===== config.mk =====
export PLATFORM = sky130hd
export DESIGN_NAME = aps_pin_scan
export DESIGN_NICKNAME = d
export VERILOG_FILES = /design/src/pkg/aps_pkg.sv /design/src/aps_pin_scan.sv /design/src/aps_conv_clock.sv
export SDC_FILE = /design/constraint.sdc
export NUM_CORES = 1
export LEC_CHECK = 0
export BUFFER_PORTS_ARGS = -buffer_cell sky130_fd_sc_hd__clkbuf_2
export CORE_ASPECT_RATIO = 1.2
export CORE_MARGIN = 2
export CORE_UTILIZATION = 30
export CTS_CLUSTER_SIZE = 10
export DETAILED_ROUTE_END_ITERATION = 7
export GPL_ROUTABILITY_DRIVEN = 0
export GPL_TIMING_DRIVEN = 0
export SETUP_SLACK_MARGIN = 0.1
export SYNTH_ARGS = -nofsm -noshare
export SYNTH_HDL_FRONTEND = slang
export SYNTH_SLANG_ARGS = --single-unit

===== constraint.sdc =====
create_clock -name core_clk -period 3 [get_ports core_clk]
set_clock_uncertainty 0.1 [all_clocks]
set_input_delay 0.3 -clock core_clk [delete_from_list [all_inputs] [get_ports core_clk]]
set_output_delay 0.3 -clock core_clk [all_outputs]
set_load 0.02 [all_outputs]

===== src/pkg/aps_pkg.sv =====
// constants, register map and carrier types of the converter pin/scan block
// Function
// - bit one: pin digital, port read enabled
// - bit zero: pin analog, converter samples it
// - pin bits 12-10, 5-0, reset zero
// - scan bit one: channel joins the scan
// - scan bit zero: channel skipped; reset zero
// - unimplemented bits read zero, writes ignored
// - conversion period equals cycle times divider plus one
// - instruction cycle is two oscillator periods
package aps_pkg;

  localparam int unsigned APS_ADDR_W     = 8;
  localparam int unsigned APS_DATA_W     = 32;
  localparam int unsigned APS_CHAN_N     = 13;
  localparam int unsigned APS_CHAN_W     = 4;
  localparam int unsigned APS_DIV_W      = 8;
  localparam int unsigned APS_REG_W      = 16;

  // byte addresses
  localparam logic [APS_ADDR_W-1:0] APS_OFS_PIN_MODE  = 8'h00;
  localparam logic [APS_ADDR_W-1:0] APS_OFS_SCAN_SEL  = 8'h04;
  localparam logic [APS_ADDR_W-1:0] APS_OFS_CONV_CTRL = 8'h08;
  localparam logic [APS_ADDR_W-1:0] APS_OFS_STATUS    = 8'h0C;

  // implemented bits: 12-10 and 5-0
  localparam logic [APS_REG_W-1:0] APS_IMPL_MASK = 16'h1C3F;

  // reset values
  localparam logic [APS_REG_W-1:0] APS_RST_PIN_MODE = 16'h0000;
  localparam logic [APS_REG_W-1:0] APS_RST_SCAN_SEL = 16'h0000;
  localparam logic [APS_DIV_W-1:0] APS_RST_DIVIDER  = 8'h00;

  // conversion control field positions
  localparam int unsigned APS_CTRL_DIV_LSB  = 0;
  localparam int unsigned APS_CTRL_SCAN_BIT = 8;

  // status field positions
  localparam int unsigned APS_STAT_CHAN_LSB = 0;
  localparam int unsigned APS_STAT_ACT_BIT  = 4;

  // oscillator periods in one instruction cycle
  localparam int unsigned APS_OSC_PER_CYCLE = 2;

  typedef struct packed {
    logic                  psel;
    logic                  penable;
    logic                  pwrite;
    logic [APS_ADDR_W-1:0] paddr;
    logic [APS_DATA_W-1:0] pwdata;
  } aps_apb_req_t;

  typedef struct packed {
    logic                  pready;
    logic                  pslverr;
    logic [APS_DATA_W-1:0] prdata;
  } aps_apb_rsp_t;

  typedef struct packed {
    logic [APS_CHAN_N-1:0] digitalSel;
    logic [APS_CHAN_N-1:0] portReadEn;
    logic [APS_CHAN_N-1:0] analogSampleEn;
  } aps_pin_cfg_t;

  typedef struct packed {
    logic                  active;
    logic [APS_CHAN_W-1:0] channel;
    logic                  stepPulse;
  } aps_scan_t;

endpackage


===== src/aps_pin_scan.sv =====
// converter pin configuration, scan list and conversion clock, APB slave
`timescale 1ns/100ps
`default_nettype none
module aps_pin_scan #(
  parameter int unsigned CHAN_N = aps_pkg::APS_CHAN_N,
  parameter int unsigned DIV_W  = aps_pkg::APS_DIV_W
) (
  // clock, reset, enable
  input  wire logic                 core_clk,
  input  wire logic                 arst_n,
  input  wire logic                 clkEn,
  // register bus
  input  wire aps_pkg::aps_apb_req_t apbReq,
  output aps_pkg::aps_apb_rsp_t     apbRsp,
  // pin configuration to the pads and analog mux
  output aps_pkg::aps_pin_cfg_t     pinCfg,
  // scan sequencer and conversion clock
  output aps_pkg::aps_scan_t        scan,
  output logic                      convClkTick
);
  import aps_pkg::*;

  logic [APS_REG_W-1:0] pinMode_r;
  logic [APS_REG_W-1:0] scanSel_r;
  logic [DIV_W-1:0]     divider_r;
  logic                 scanEn_r;
  logic [APS_CHAN_W-1:0] chan_r;
  logic                 active_r;
  logic                 step_r;
  logic                 pready_r;
  logic                 pslverr_r;
  logic [APS_DATA_W-1:0] prdata_r;
  logic [CHAN_N-1:0]    digital_r;
  logic [CHAN_N-1:0]    readEn_r;
  logic [CHAN_N-1:0]    sample_r;
  logic                 tick;
  logic                 tick_r;
  logic                 divRestart;
  logic                 setup;
  logic                 wrDone;
  logic                 mapped;
  logic [APS_REG_W-1:0] wrMasked;
  logic [CHAN_N-1:0]    scanList;
  logic [APS_CHAN_W-1:0] chanNxt;
  logic                 anySel;
  logic [APS_DATA_W-1:0] rdNxt;

  // bus decode
  assign setup  = apbReq.psel && !apbReq.penable;
  assign wrDone = apbReq.psel && apbReq.penable && pready_r && apbReq.pwrite;
  assign mapped = (apbReq.paddr == APS_OFS_PIN_MODE) ||
                  (apbReq.paddr == APS_OFS_SCAN_SEL) ||
                  (apbReq.paddr == APS_OFS_CONV_CTRL) ||
                  (apbReq.paddr == APS_OFS_STATUS);
  // upper bits and holes are dropped on write
  assign wrMasked = apbReq.pwdata[APS_REG_W-1:0] & APS_IMPL_MASK;

  // read mux, answered in the access cycle
  always_comb begin
    rdNxt = '0;
    unique case (apbReq.paddr)
      APS_OFS_PIN_MODE:  rdNxt[APS_REG_W-1:0] = pinMode_r & APS_IMPL_MASK;
      APS_OFS_SCAN_SEL:  rdNxt[APS_REG_W-1:0] = scanSel_r & APS_IMPL_MASK;
      APS_OFS_CONV_CTRL: begin
        rdNxt[APS_CTRL_DIV_LSB +: DIV_W] = divider_r;
        rdNxt[APS_CTRL_SCAN_BIT]         = scanEn_r;
      end
      APS_OFS_STATUS: begin
        rdNxt[APS_STAT_CHAN_LSB +: APS_CHAN_W] = chan_r;
        rdNxt[APS_STAT_ACT_BIT]                = active_r;
      end
      default: rdNxt = '0;
    endcase
  end

  // one wait-free access phase: ready rises in the cycle after setup
  always_ff @(posedge core_clk or negedge arst_n) begin
    if (!arst_n) begin
      pready_r  <= 1'b0;
      pslverr_r <= 1'b0;
      prdata_r  <= '0;
    end else if (clkEn) begin
      pready_r  <= setup;
      pslverr_r <= setup && !mapped;
      prdata_r  <= (setup && !apbReq.pwrite) ? rdNxt : '0;
    end
  end

  // pin configuration register
  always_ff @(posedge core_clk or negedge arst_n) begin
    if (!arst_n) begin
      pinMode_r <= APS_RST_PIN_MODE;
    end else if (clkEn && wrDone && apbReq.paddr == APS_OFS_PIN_MODE) begin
      pinMode_r <= wrMasked;
    end
  end

  // scan selection register
  always_ff @(posedge core_clk or negedge arst_n) begin
    if (!arst_n) begin
      scanSel_r <= APS_RST_SCAN_SEL;
    end else if (clkEn && wrDone && apbReq.paddr == APS_OFS_SCAN_SEL) begin
      scanSel_r <= wrMasked;
    end
  end

  // conversion control register
  always_ff @(posedge core_clk or negedge arst_n) begin
    if (!arst_n) begin
      divider_r <= APS_RST_DIVIDER;
      scanEn_r  <= 1'b0;
    end else if (clkEn && wrDone && apbReq.paddr == APS_OFS_CONV_CTRL) begin
      divider_r <= apbReq.pwdata[APS_CTRL_DIV_LSB +: DIV_W];
      scanEn_r  <= apbReq.pwdata[APS_CTRL_SCAN_BIT];
    end
  end

  // a new divider starts a fresh period so no short tick slips out
  assign divRestart = wrDone && apbReq.paddr == APS_OFS_CONV_CTRL;

  aps_conv_clock #(
    .DIV_W (DIV_W)
  ) u_conv_clock (
    .core_clk (core_clk),
    .arst_n   (arst_n),
    .clkEn    (clkEn),
    .restart  (divRestart),
    .divider  (divider_r),
    .convTick (tick)
  );

  // per-channel pad controls
  genvar gi;
  generate
    for (gi = 0; gi < CHAN_N; gi++) begin : g_pin
      always_ff @(posedge core_clk or negedge arst_n) begin
        if (!arst_n) begin
          digital_r[gi] <= 1'b0;
          readEn_r[gi]  <= 1'b0;
          sample_r[gi]  <= 1'b0;
        end else if (clkEn) begin
          digital_r[gi] <= pinMode_r[gi];
          readEn_r[gi]  <= pinMode_r[gi];
          // holes have no pad, so they never sample
          sample_r[gi]  <= !pinMode_r[gi] && APS_IMPL_MASK[gi];
        end
      end
      assign scanList[gi] = scanSel_r[gi];
    end
  endgenerate

  // next selected channel above the current one, else lowest selected
  always_comb begin
    logic found;
    logic [APS_CHAN_W-1:0] lowest;
    found   = 1'b0;
    lowest  = '0;
    anySel  = 1'b0;
    chanNxt = '0;
    for (int i = CHAN_N - 1; i >= 0; i--) begin
      if (scanList[i]) begin
        lowest = APS_CHAN_W'(i);
        anySel = 1'b1;
        if (APS_CHAN_W'(i) > chan_r) begin
          chanNxt = APS_CHAN_W'(i);
          found   = 1'b1;
        end
      end
    end
    if (!found) begin
      chanNxt = lowest;
    end
  end

  // scan sequencer, one step per conversion clock tick
  always_ff @(posedge core_clk or negedge arst_n) begin
    if (!arst_n) begin
      chan_r   <= '0;
      active_r <= 1'b0;
      step_r   <= 1'b0;
    end else if (clkEn) begin
      step_r <= 1'b0;
      if (!scanEn_r || !anySel) begin
        active_r <= 1'b0;
      end else if (!active_r) begin
        // first step lands on the next selected channel above chan_r, else the lowest selected
        active_r <= 1'b1;
        chan_r   <= chanNxt;
        if (!scanList[chan_r] || chan_r != chanNxt) begin
          chan_r <= chanNxt;
        end
        step_r   <= 1'b1;
      end else if (tick) begin
        chan_r <= chanNxt;
        step_r <= 1'b1;
      end
    end
  end

  always_ff @(posedge core_clk or negedge arst_n) begin
    if (!arst_n) begin
      tick_r <= 1'b0;
    end else if (clkEn) begin
      tick_r <= tick;
    end
  end

  // outputs straight from flops
  assign apbRsp.pready        = pready_r;
  assign apbRsp.pslverr       = pslverr_r;
  assign apbRsp.prdata        = prdata_r;
  assign pinCfg.digitalSel    = digital_r;
  assign pinCfg.portReadEn    = readEn_r;
  assign pinCfg.analogSampleEn = sample_r;
  assign scan.active          = active_r;
  assign scan.channel         = chan_r;
  assign scan.stepPulse       = step_r;
  assign convClkTick          = tick_r;

endmodule
`default_nettype wire


===== src/aps_conv_clock.sv =====
// conversion clock tick generator, period = core cycle * (divider + 1)
`timescale 1ns/100ps
`default_nettype none
module aps_conv_clock #(
  parameter int unsigned DIV_W = aps_pkg::APS_DIV_W
) (
  // clock and reset
  input  wire logic             core_clk,
  input  wire logic             arst_n,
  input  wire logic             clkEn,
  // control
  input  wire logic             restart,
  input  wire logic [DIV_W-1:0] divider,
  // tick
  output logic                  convTick
);
  import aps_pkg::*;

  logic [DIV_W-1:0] count_r;

  // core_clk is the instruction clock, already two oscillator periods
  always_ff @(posedge core_clk or negedge arst_n) begin
    if (!arst_n) begin
      count_r <= '0;
    end else if (clkEn) begin
      if (restart || count_r == divider) begin
        count_r <= '0;
      end else begin
        count_r <= count_r + 1'b1;
      end
    end
  end

  // one tick per conversion clock period
  always_ff @(posedge core_clk or negedge arst_n) begin
    if (!arst_n) begin
      convTick <= 1'b0;
    end else if (clkEn) begin
      convTick <= !restart && (count_r == divider);
    end
  end

endmodule
`default_nettype wire


== Yosys cells after proc, flatten, opt, wreduce, memory -nomap -nowiden ==
Cells that the tools add are included.

* Muxes and demuxes: 66
* Eq/ne operators: 5
* Bitwise gates (word level): 1
* Magnitude comparators: 9
* $add $sub $neg: 1
* Reduce and logical (&&, ||, !) cells: 34

{| class="wikitable"
|+ Operators with widths
! operator !! count
|-
| two-way mux 4 bit || 30
|-
| two-way mux 1 bit || 31
|-
| one-hot mux 5 bit (4 select lines) || 1
|-
| == test 8 x 4 -> 1 bit, second input constant || 2
|-
| zero test 1 bit || 15
|-
| two-way mux 13 bit || 1
|-
| greater-than comparator 4 bit, first input constant || 3
|-
| logical AND 1 bit || 12
|-
| one-hot mux 4 bit (3 select lines) || 1
|-
| adder 8 x 1 -> 8 bit, second input constant || 1
|-
| == test 8 x 3 -> 1 bit, second input constant || 1
|-
| == test 8 bit || 1
|-
| greater-than comparator 1 x 4 -> 1 bit, first input constant || 2
|-
| greater-than comparator 2 x 4 -> 1 bit, first input constant || 2
|-
| greater-than comparator 3 x 4 -> 1 bit, first input constant || 2
|-
| zero test 8 bit || 1
|-
| two-way mux 8 bit || 1
|-
| one-hot mux 4 bit (2 select lines) || 1
|-
| logical OR 1 bit || 5
|-
| AND reduction 3 bit || 1
|-
| != test 2 x 1 -> 1 bit, second input constant || 1
|-
| inverter 1 bit || 1
|}

* Bits in registers: 95
* Bits of input ports: 46
* Output and inout port bits: 80
* Word-level logic and storage cells: 147

== Longest topological paths before layout ==
* Word-level depth: 22
* Depth in mapped cells: 6
* Depth with buffers taken out: 5

== Modules after synthesis ==
A second synthesis with hierarchy kept.

* Cell total of the unflattened synthesis: 341
* Area total of the unflattened synthesis: 3926.3 µm²

{| class="wikitable"
|+ By module, submodules not included
! module !! sequential area each (µm²) !! cells an instance !! instances !! area each (µm²)
|-
| aps_pin_scan || 1651.6 || 292 || 1 || 3394.5
|-
| aps_conv_clock || 225.2 || 49 || 1 || 531.8
|}

== Worst setup path after synthesis ==
OpenSTA, ideal clock, no wires.

* Path kind: flip-flop to flip-flop
* Start: reg chan_r[0]
* End: reg chan_r[0]
* Required time: 2.812 ns
* Buffers on the path: 1
* Clock period less this slack: 1.899 ns
* Setup time: 0.088 ns
* Stages on the path, launching flop included: 7
* Data arrival time: 1.711 ns
* Setup slack: 1.101 ns
* Cell sequence: dfrtp_1 buf_2 a21boi_1 o21ai_0 nand2_1 or4_1 a41oi_1

* Word-level cells in the longest chain between the ends: 22
* Elaborated cells between the ends (all ways): 46
* Those cells by class: order compare: 9; mux: 37

{| class="wikitable"
|+ Ends and longest elaborated chain
! element !! RTL line !! source
|-
| start, declared || aps_pin_scan.sv:27 || <nowiki>logic [APS_CHAN_W-1:0] chan_r;</nowiki>
|-
| start signal, assigned || aps_pin_scan.sv:188 || <nowiki>chan_r <= chanNxt;</nowiki>
|-
| start signal, assigned || aps_pin_scan.sv:190 || <nowiki>chan_r <= chanNxt;</nowiki>
|-
| start signal, assigned || aps_pin_scan.sv:194 || <nowiki>chan_r <= chanNxt;</nowiki>
|-
| greater-than comparator 4 bit || aps_pin_scan.sv:164 || <nowiki>if (APS_CHAN_W'(i) > chan_r) begin</nowiki>
|-
| two-way mux 1 bit || aps_pin_scan.sv:164 ||
|-
| two-way mux 1 bit || aps_pin_scan.sv:161 || <nowiki>if (scanList[i]) begin</nowiki>
|-
| two-way mux 1 bit || aps_pin_scan.sv:164 ||
|-
| two-way mux 1 bit || aps_pin_scan.sv:161 ||
|-
| two-way mux 1 bit || aps_pin_scan.sv:164 ||
|-
| two-way mux 1 bit || aps_pin_scan.sv:161 ||
|-
| two-way mux 1 bit || aps_pin_scan.sv:164 ||
|-
| [6 not listed] || n/a ||
|-
| two-way mux 1 bit || aps_pin_scan.sv:161 ||
|-
| two-way mux 1 bit || aps_pin_scan.sv:164 ||
|-
| two-way mux 1 bit || aps_pin_scan.sv:161 ||
|-
| two-way mux 1 bit || aps_pin_scan.sv:164 ||
|-
| two-way mux 1 bit || aps_pin_scan.sv:161 ||
|-
| two-way mux 4 bit (*) || aps_pin_scan.sv:170 || <nowiki>if (!found) begin</nowiki>
|-
| two-way mux 4 bit || aps_pin_scan.sv:193 || <nowiki>end else if (tick) begin</nowiki>
|-
| two-way mux 4 bit (*) || aps_pin_scan.sv:185 || <nowiki>end else if (!active_r) begin</nowiki>
|}

Mark *: on every way between the ends. The rest lies on a longest branch, timed or not. The select of a mux whose other input is x is not followed.
A chain may end at the register's enable or synchronous reset.

== Worst setup path after layout ==
Same ends and word-level chain as after synthesis.

==> flow_metrics.py <==
metrics = {
    "floorplanning": {
        "fp.dieH_um": 129.3,
        "core_area_um2": 12720,
        "num_rows": 45,
        "dieArea_um2": 14010,
        "start_util": 0.3083,
        "io_pins": 126,
        "die_width_um": 108.4,
    },
    "layout": {
        "layout-drive-gt1-share": 0.4060,
        "n_antenna_cell": 0,
        "post-route-util": 0.3876,
        "multi_input_area_um2": 1715,
        "fin_nets": 512,
        "area_growth_syn_to_layout_pct": 25.74,
        "num-fill-cells": 1275,
        "regArea_um2": 1877,
    },
    "min_path": {
        "hold_class": "in -> reg",
    },
    "clocking": {
        "cts_buffers": 9,
        "clk_path_buf_depth": 2,
        "insertion_delay_ns": 0.33,
        "cts.repair.resized": 0,
        "cts_tree": "done",
        "cts_sinks": 75,
        "clockRootBuffer": "clkbuf_16",
        "cts_setup_buffers": 0,
        "path_clk_slew_ns": 0.06,
        "cts_max_level": 3,
    },
    "sta": {
        "period_share": 0.6963,
        "max_clock_freq_mhz": 478.7,
        "relSlewSlack": 0.4767,
        "hold_violations": 0,
        "setup_violations": 0,
        "min_period_ns": 2.089,
        "setup-tns-final_ns": 0,
        "worst_slew_pin_slew_ns": 0.7791,
        "drv_slew": 0,
        "setup_ws_ns": 0.9112,
        "rsz0062_at_grt": "no",
    },
    "setup_path": {
        "critPathBufInv": 1,
        "crit_path_start_kind": "register",
        "cp_slowest_stage_delay_ns": 0.49,
        "path_cells": "buf_2 -> a21boi_1 -> o21ai_0 -> nand2_1 -> or4_1 -> a41oi_1",
        "worstSetupPathType": "reg -> reg",
        "required_ns": 3.14,
        "critPathMaxFanout": 10,
        "crit_path_top_delay_cell": "or4_1",
        "crit_family": "compound AO/OA/AOI/OAI gates",
        "setup.worst_path.end_class": "register",
        "cp.arrival_ns": 2.22,
    },
    "grt": {
        "grtUsageMet2": 0.2353,
        "grt_pass1_vias": 2895,
        "antenna_found_initial": 0,
        "grt-busiest-layer": "met2",
        "grt_pass1_wl_mm": 14.72,
        "grt_start_max_net_pins": 55,
        "grtUsageTotal": 0.1388,
        "grt_overflow": 0,
        "grtUsageMet1": 0.1678,
        "grtUsageMet3": 0.03571,
    },
    "logic_synthesis": {
        "synth.avg_cell_area_um2": 11.27,
        "synth_area_um2": 3923,
        "yosys_most_used_dff": "dfrtp_1",
        "ys_seq_area_frac": 0.4785,
        "ys_types": 53,
        "yosys_warnings": 0,
        "syn_inst": 348,
        "synth-seq-cells": 75,
        "synth_edf_count": 0,
        "async_flop_share": 1.000,
    },
    "run_status": {
        "outcome": "complete, no violations",
    },
    "placement": {
        "dp_slack_ns": 0.7052,
        "hpwl_mm": 7.201,
        "port_buffers": 73,
    },
    "drt": {
        "vias_per_cell": 4.641,
        "dr.pass1.iters": 4,
        "drtIter0Drc": 162,
        "ant_nets": 0,
        "vias": 2933,
        "drt-total-wl_mm": 9.386,
        "drc_errors": 0,
        "wl_per_cell_um": 14.85,
    },
    "flow_run": {
        "cap_violations": 0,
    },
    "power": {
        "peakVddDrop_v": 0.0002471,
        "power.density_nw_per_um2": 486.9,
        "p_leak_nw": 2.472,
    },
}
## metal layers
metal	share of wire	up-vias
met2	0.51	85
met4	0.028	0
li1	-	1400
met5	0	-
met3	0.053	19
met1	0.41	1429
## power breakdown
group	leakage (nW)	switching (mW)	internal [mW]	total [mW]
combinational	1.32	0.175	0.113	0.287
clock	0.141	0.392	0.654	1.05
sequential	1.01	0.0264	1.04	1.07
total	2.47	0.593	1.81	2.40
## cells in the final DEF (no fill, tap or decap), types with 11 or more instances in the layout
| cell | netlist | routed |
|---|---|---|
| a21oi_1 | 11 | 11 |
| buf_4 | 46 | 46 |
| clkbuf_2 | 0 | 72 |
| conb_1 | 1 | 32 |
| dfrtp_1 | 75 | 75 |
| mux2_2 | 38 | 38 |
| nand2_1 | 22 | 22 |
| nor2_1 | 15 | 15 |
| o21ai_0 | 16 | 16 |
| o2bb2ai_1 | 14 | 14 |
## timing repair
action                     CTS  global route
hold buffers                 1             0
hold endpoints to repair    21             0
setup endpoints to repair    0             0
## synth_stat cells, types with 2 or more instances
library cell   n  area [um^2]
or4_1          2        15.01
nor2_1        15        56.30
o32ai_1        2        17.52
o22a_1         2        17.52
a21oi_1       11        55.05
buf_4         46        345.3
o21ai_0       16        80.08
mux4_2         5        112.6
buf_1          2        7.510
nor2b_1        2        12.51
inv_1         10        37.54
nand2b_1       3        18.77
dfrtp_1       75         1877
nor3_1         5        25.02
nand4b_1       2        17.52
nand2_1       22        82.58
o2bb2ai_1     14        122.6
nand3_1        7        35.03
nand4_1        3        18.77
nor4_4         2        42.54
xnor2_1       10        87.58
mux2_2        38        427.9
clkbuf_1       7        26.28
buf_2          6        30.03
a41oi_1        2        17.52
a2bb2oi_1      2        17.52
o31ai_1        3        22.52
o21bai_1       2        15.01
a22o_1         3        26.28
mux2i_1        6        60.06
## worst register-to-register path, stage by stage, from the launching register on
cell and delay, ns:
dfrtp_1 0.36, buf_2 0.23, a21boi_1 0.09, o21ai_0 0.31, nand2_1 0.15, or4_1 0.49
a41oi_1 0.25
## sequential cells by signal, summed over array words and instances, names as in the netlist
name                   flops
chan_r                     4
pinCfg                    18
pslverr_r                  1
prdata_r                  12
u_conv_clock.count_r       8
divider_r                  8
pinMode_r                  9
step_r                     1
active_r                   1
scanSel_r                  9
scanEn_r                   1
pready_r                   1
u_conv_clock.convTick      1
convClkTick                1
## cell type report
type,count,share of cell area
flip-flops and latches,75,0.3805
multi-input cells,233,0.3478
plain buffers,61,0.08295
repair buffers,75,0.08219
clock buffers,11,0.04921
well taps,164,0.04160
clock inverters,3,0.008118
inverters,10,0.007610
## final timing paths
kind	from	endpoint	slack, ns	depth (start not counted)
worst max-delay path	chan_r[0]	chan_r[0]	0.91	6
min in group asynchronous	arst_n	prdata_r[7]	0.34	2
worst min register to register	prdata_r[11]	prdata_r[11]	0.39	1
max in group asynchronous	arst_n	pinCfg[23]	1.88	3
worst min-delay path	apbReq[7]	divider_r[7]	0.11	2
worst max register to register	chan_r[0]	chan_r[0]	0.91	6
## stage by stage
stage | std cells | total power, mW | area (um^2) | hold WS, ns
CTS | 632 | 2.419 | 4932 | 0.1062
detailed placement | 617 | 1.372 | 4639 | 0.1491
floorplan | 379 | 1.272 | 4039 | -0.09559
global route | 632 | 2.502 | 4932 | 0.1046
finish | 632 | 2.401 | 4932 | 0.1059
global placement | 616 | 1.363 | 4609 | 0.3766
## cell families (layout without fill, tap and decap cells)
family / after synthesis / after routing / synth area share
flip-flops: 75 / 75 / 0.4785
XOR/XNOR: 10 / 10 / 0.02233
multiplexers: 50 / 50 / 0.1560
AO/OA/AOI/OAI: 67 / 67 / 0.1222
adder cells (fa/ha/maj): 1 / 1 / 0.003189
other: 1 / 32 / 0.0009560
buffers and inverters: 71 / 160 / 0.1139
AND/OR/NAND/NOR: 73 / 73 / 0.1030
(Power assumes the default switching activity.)
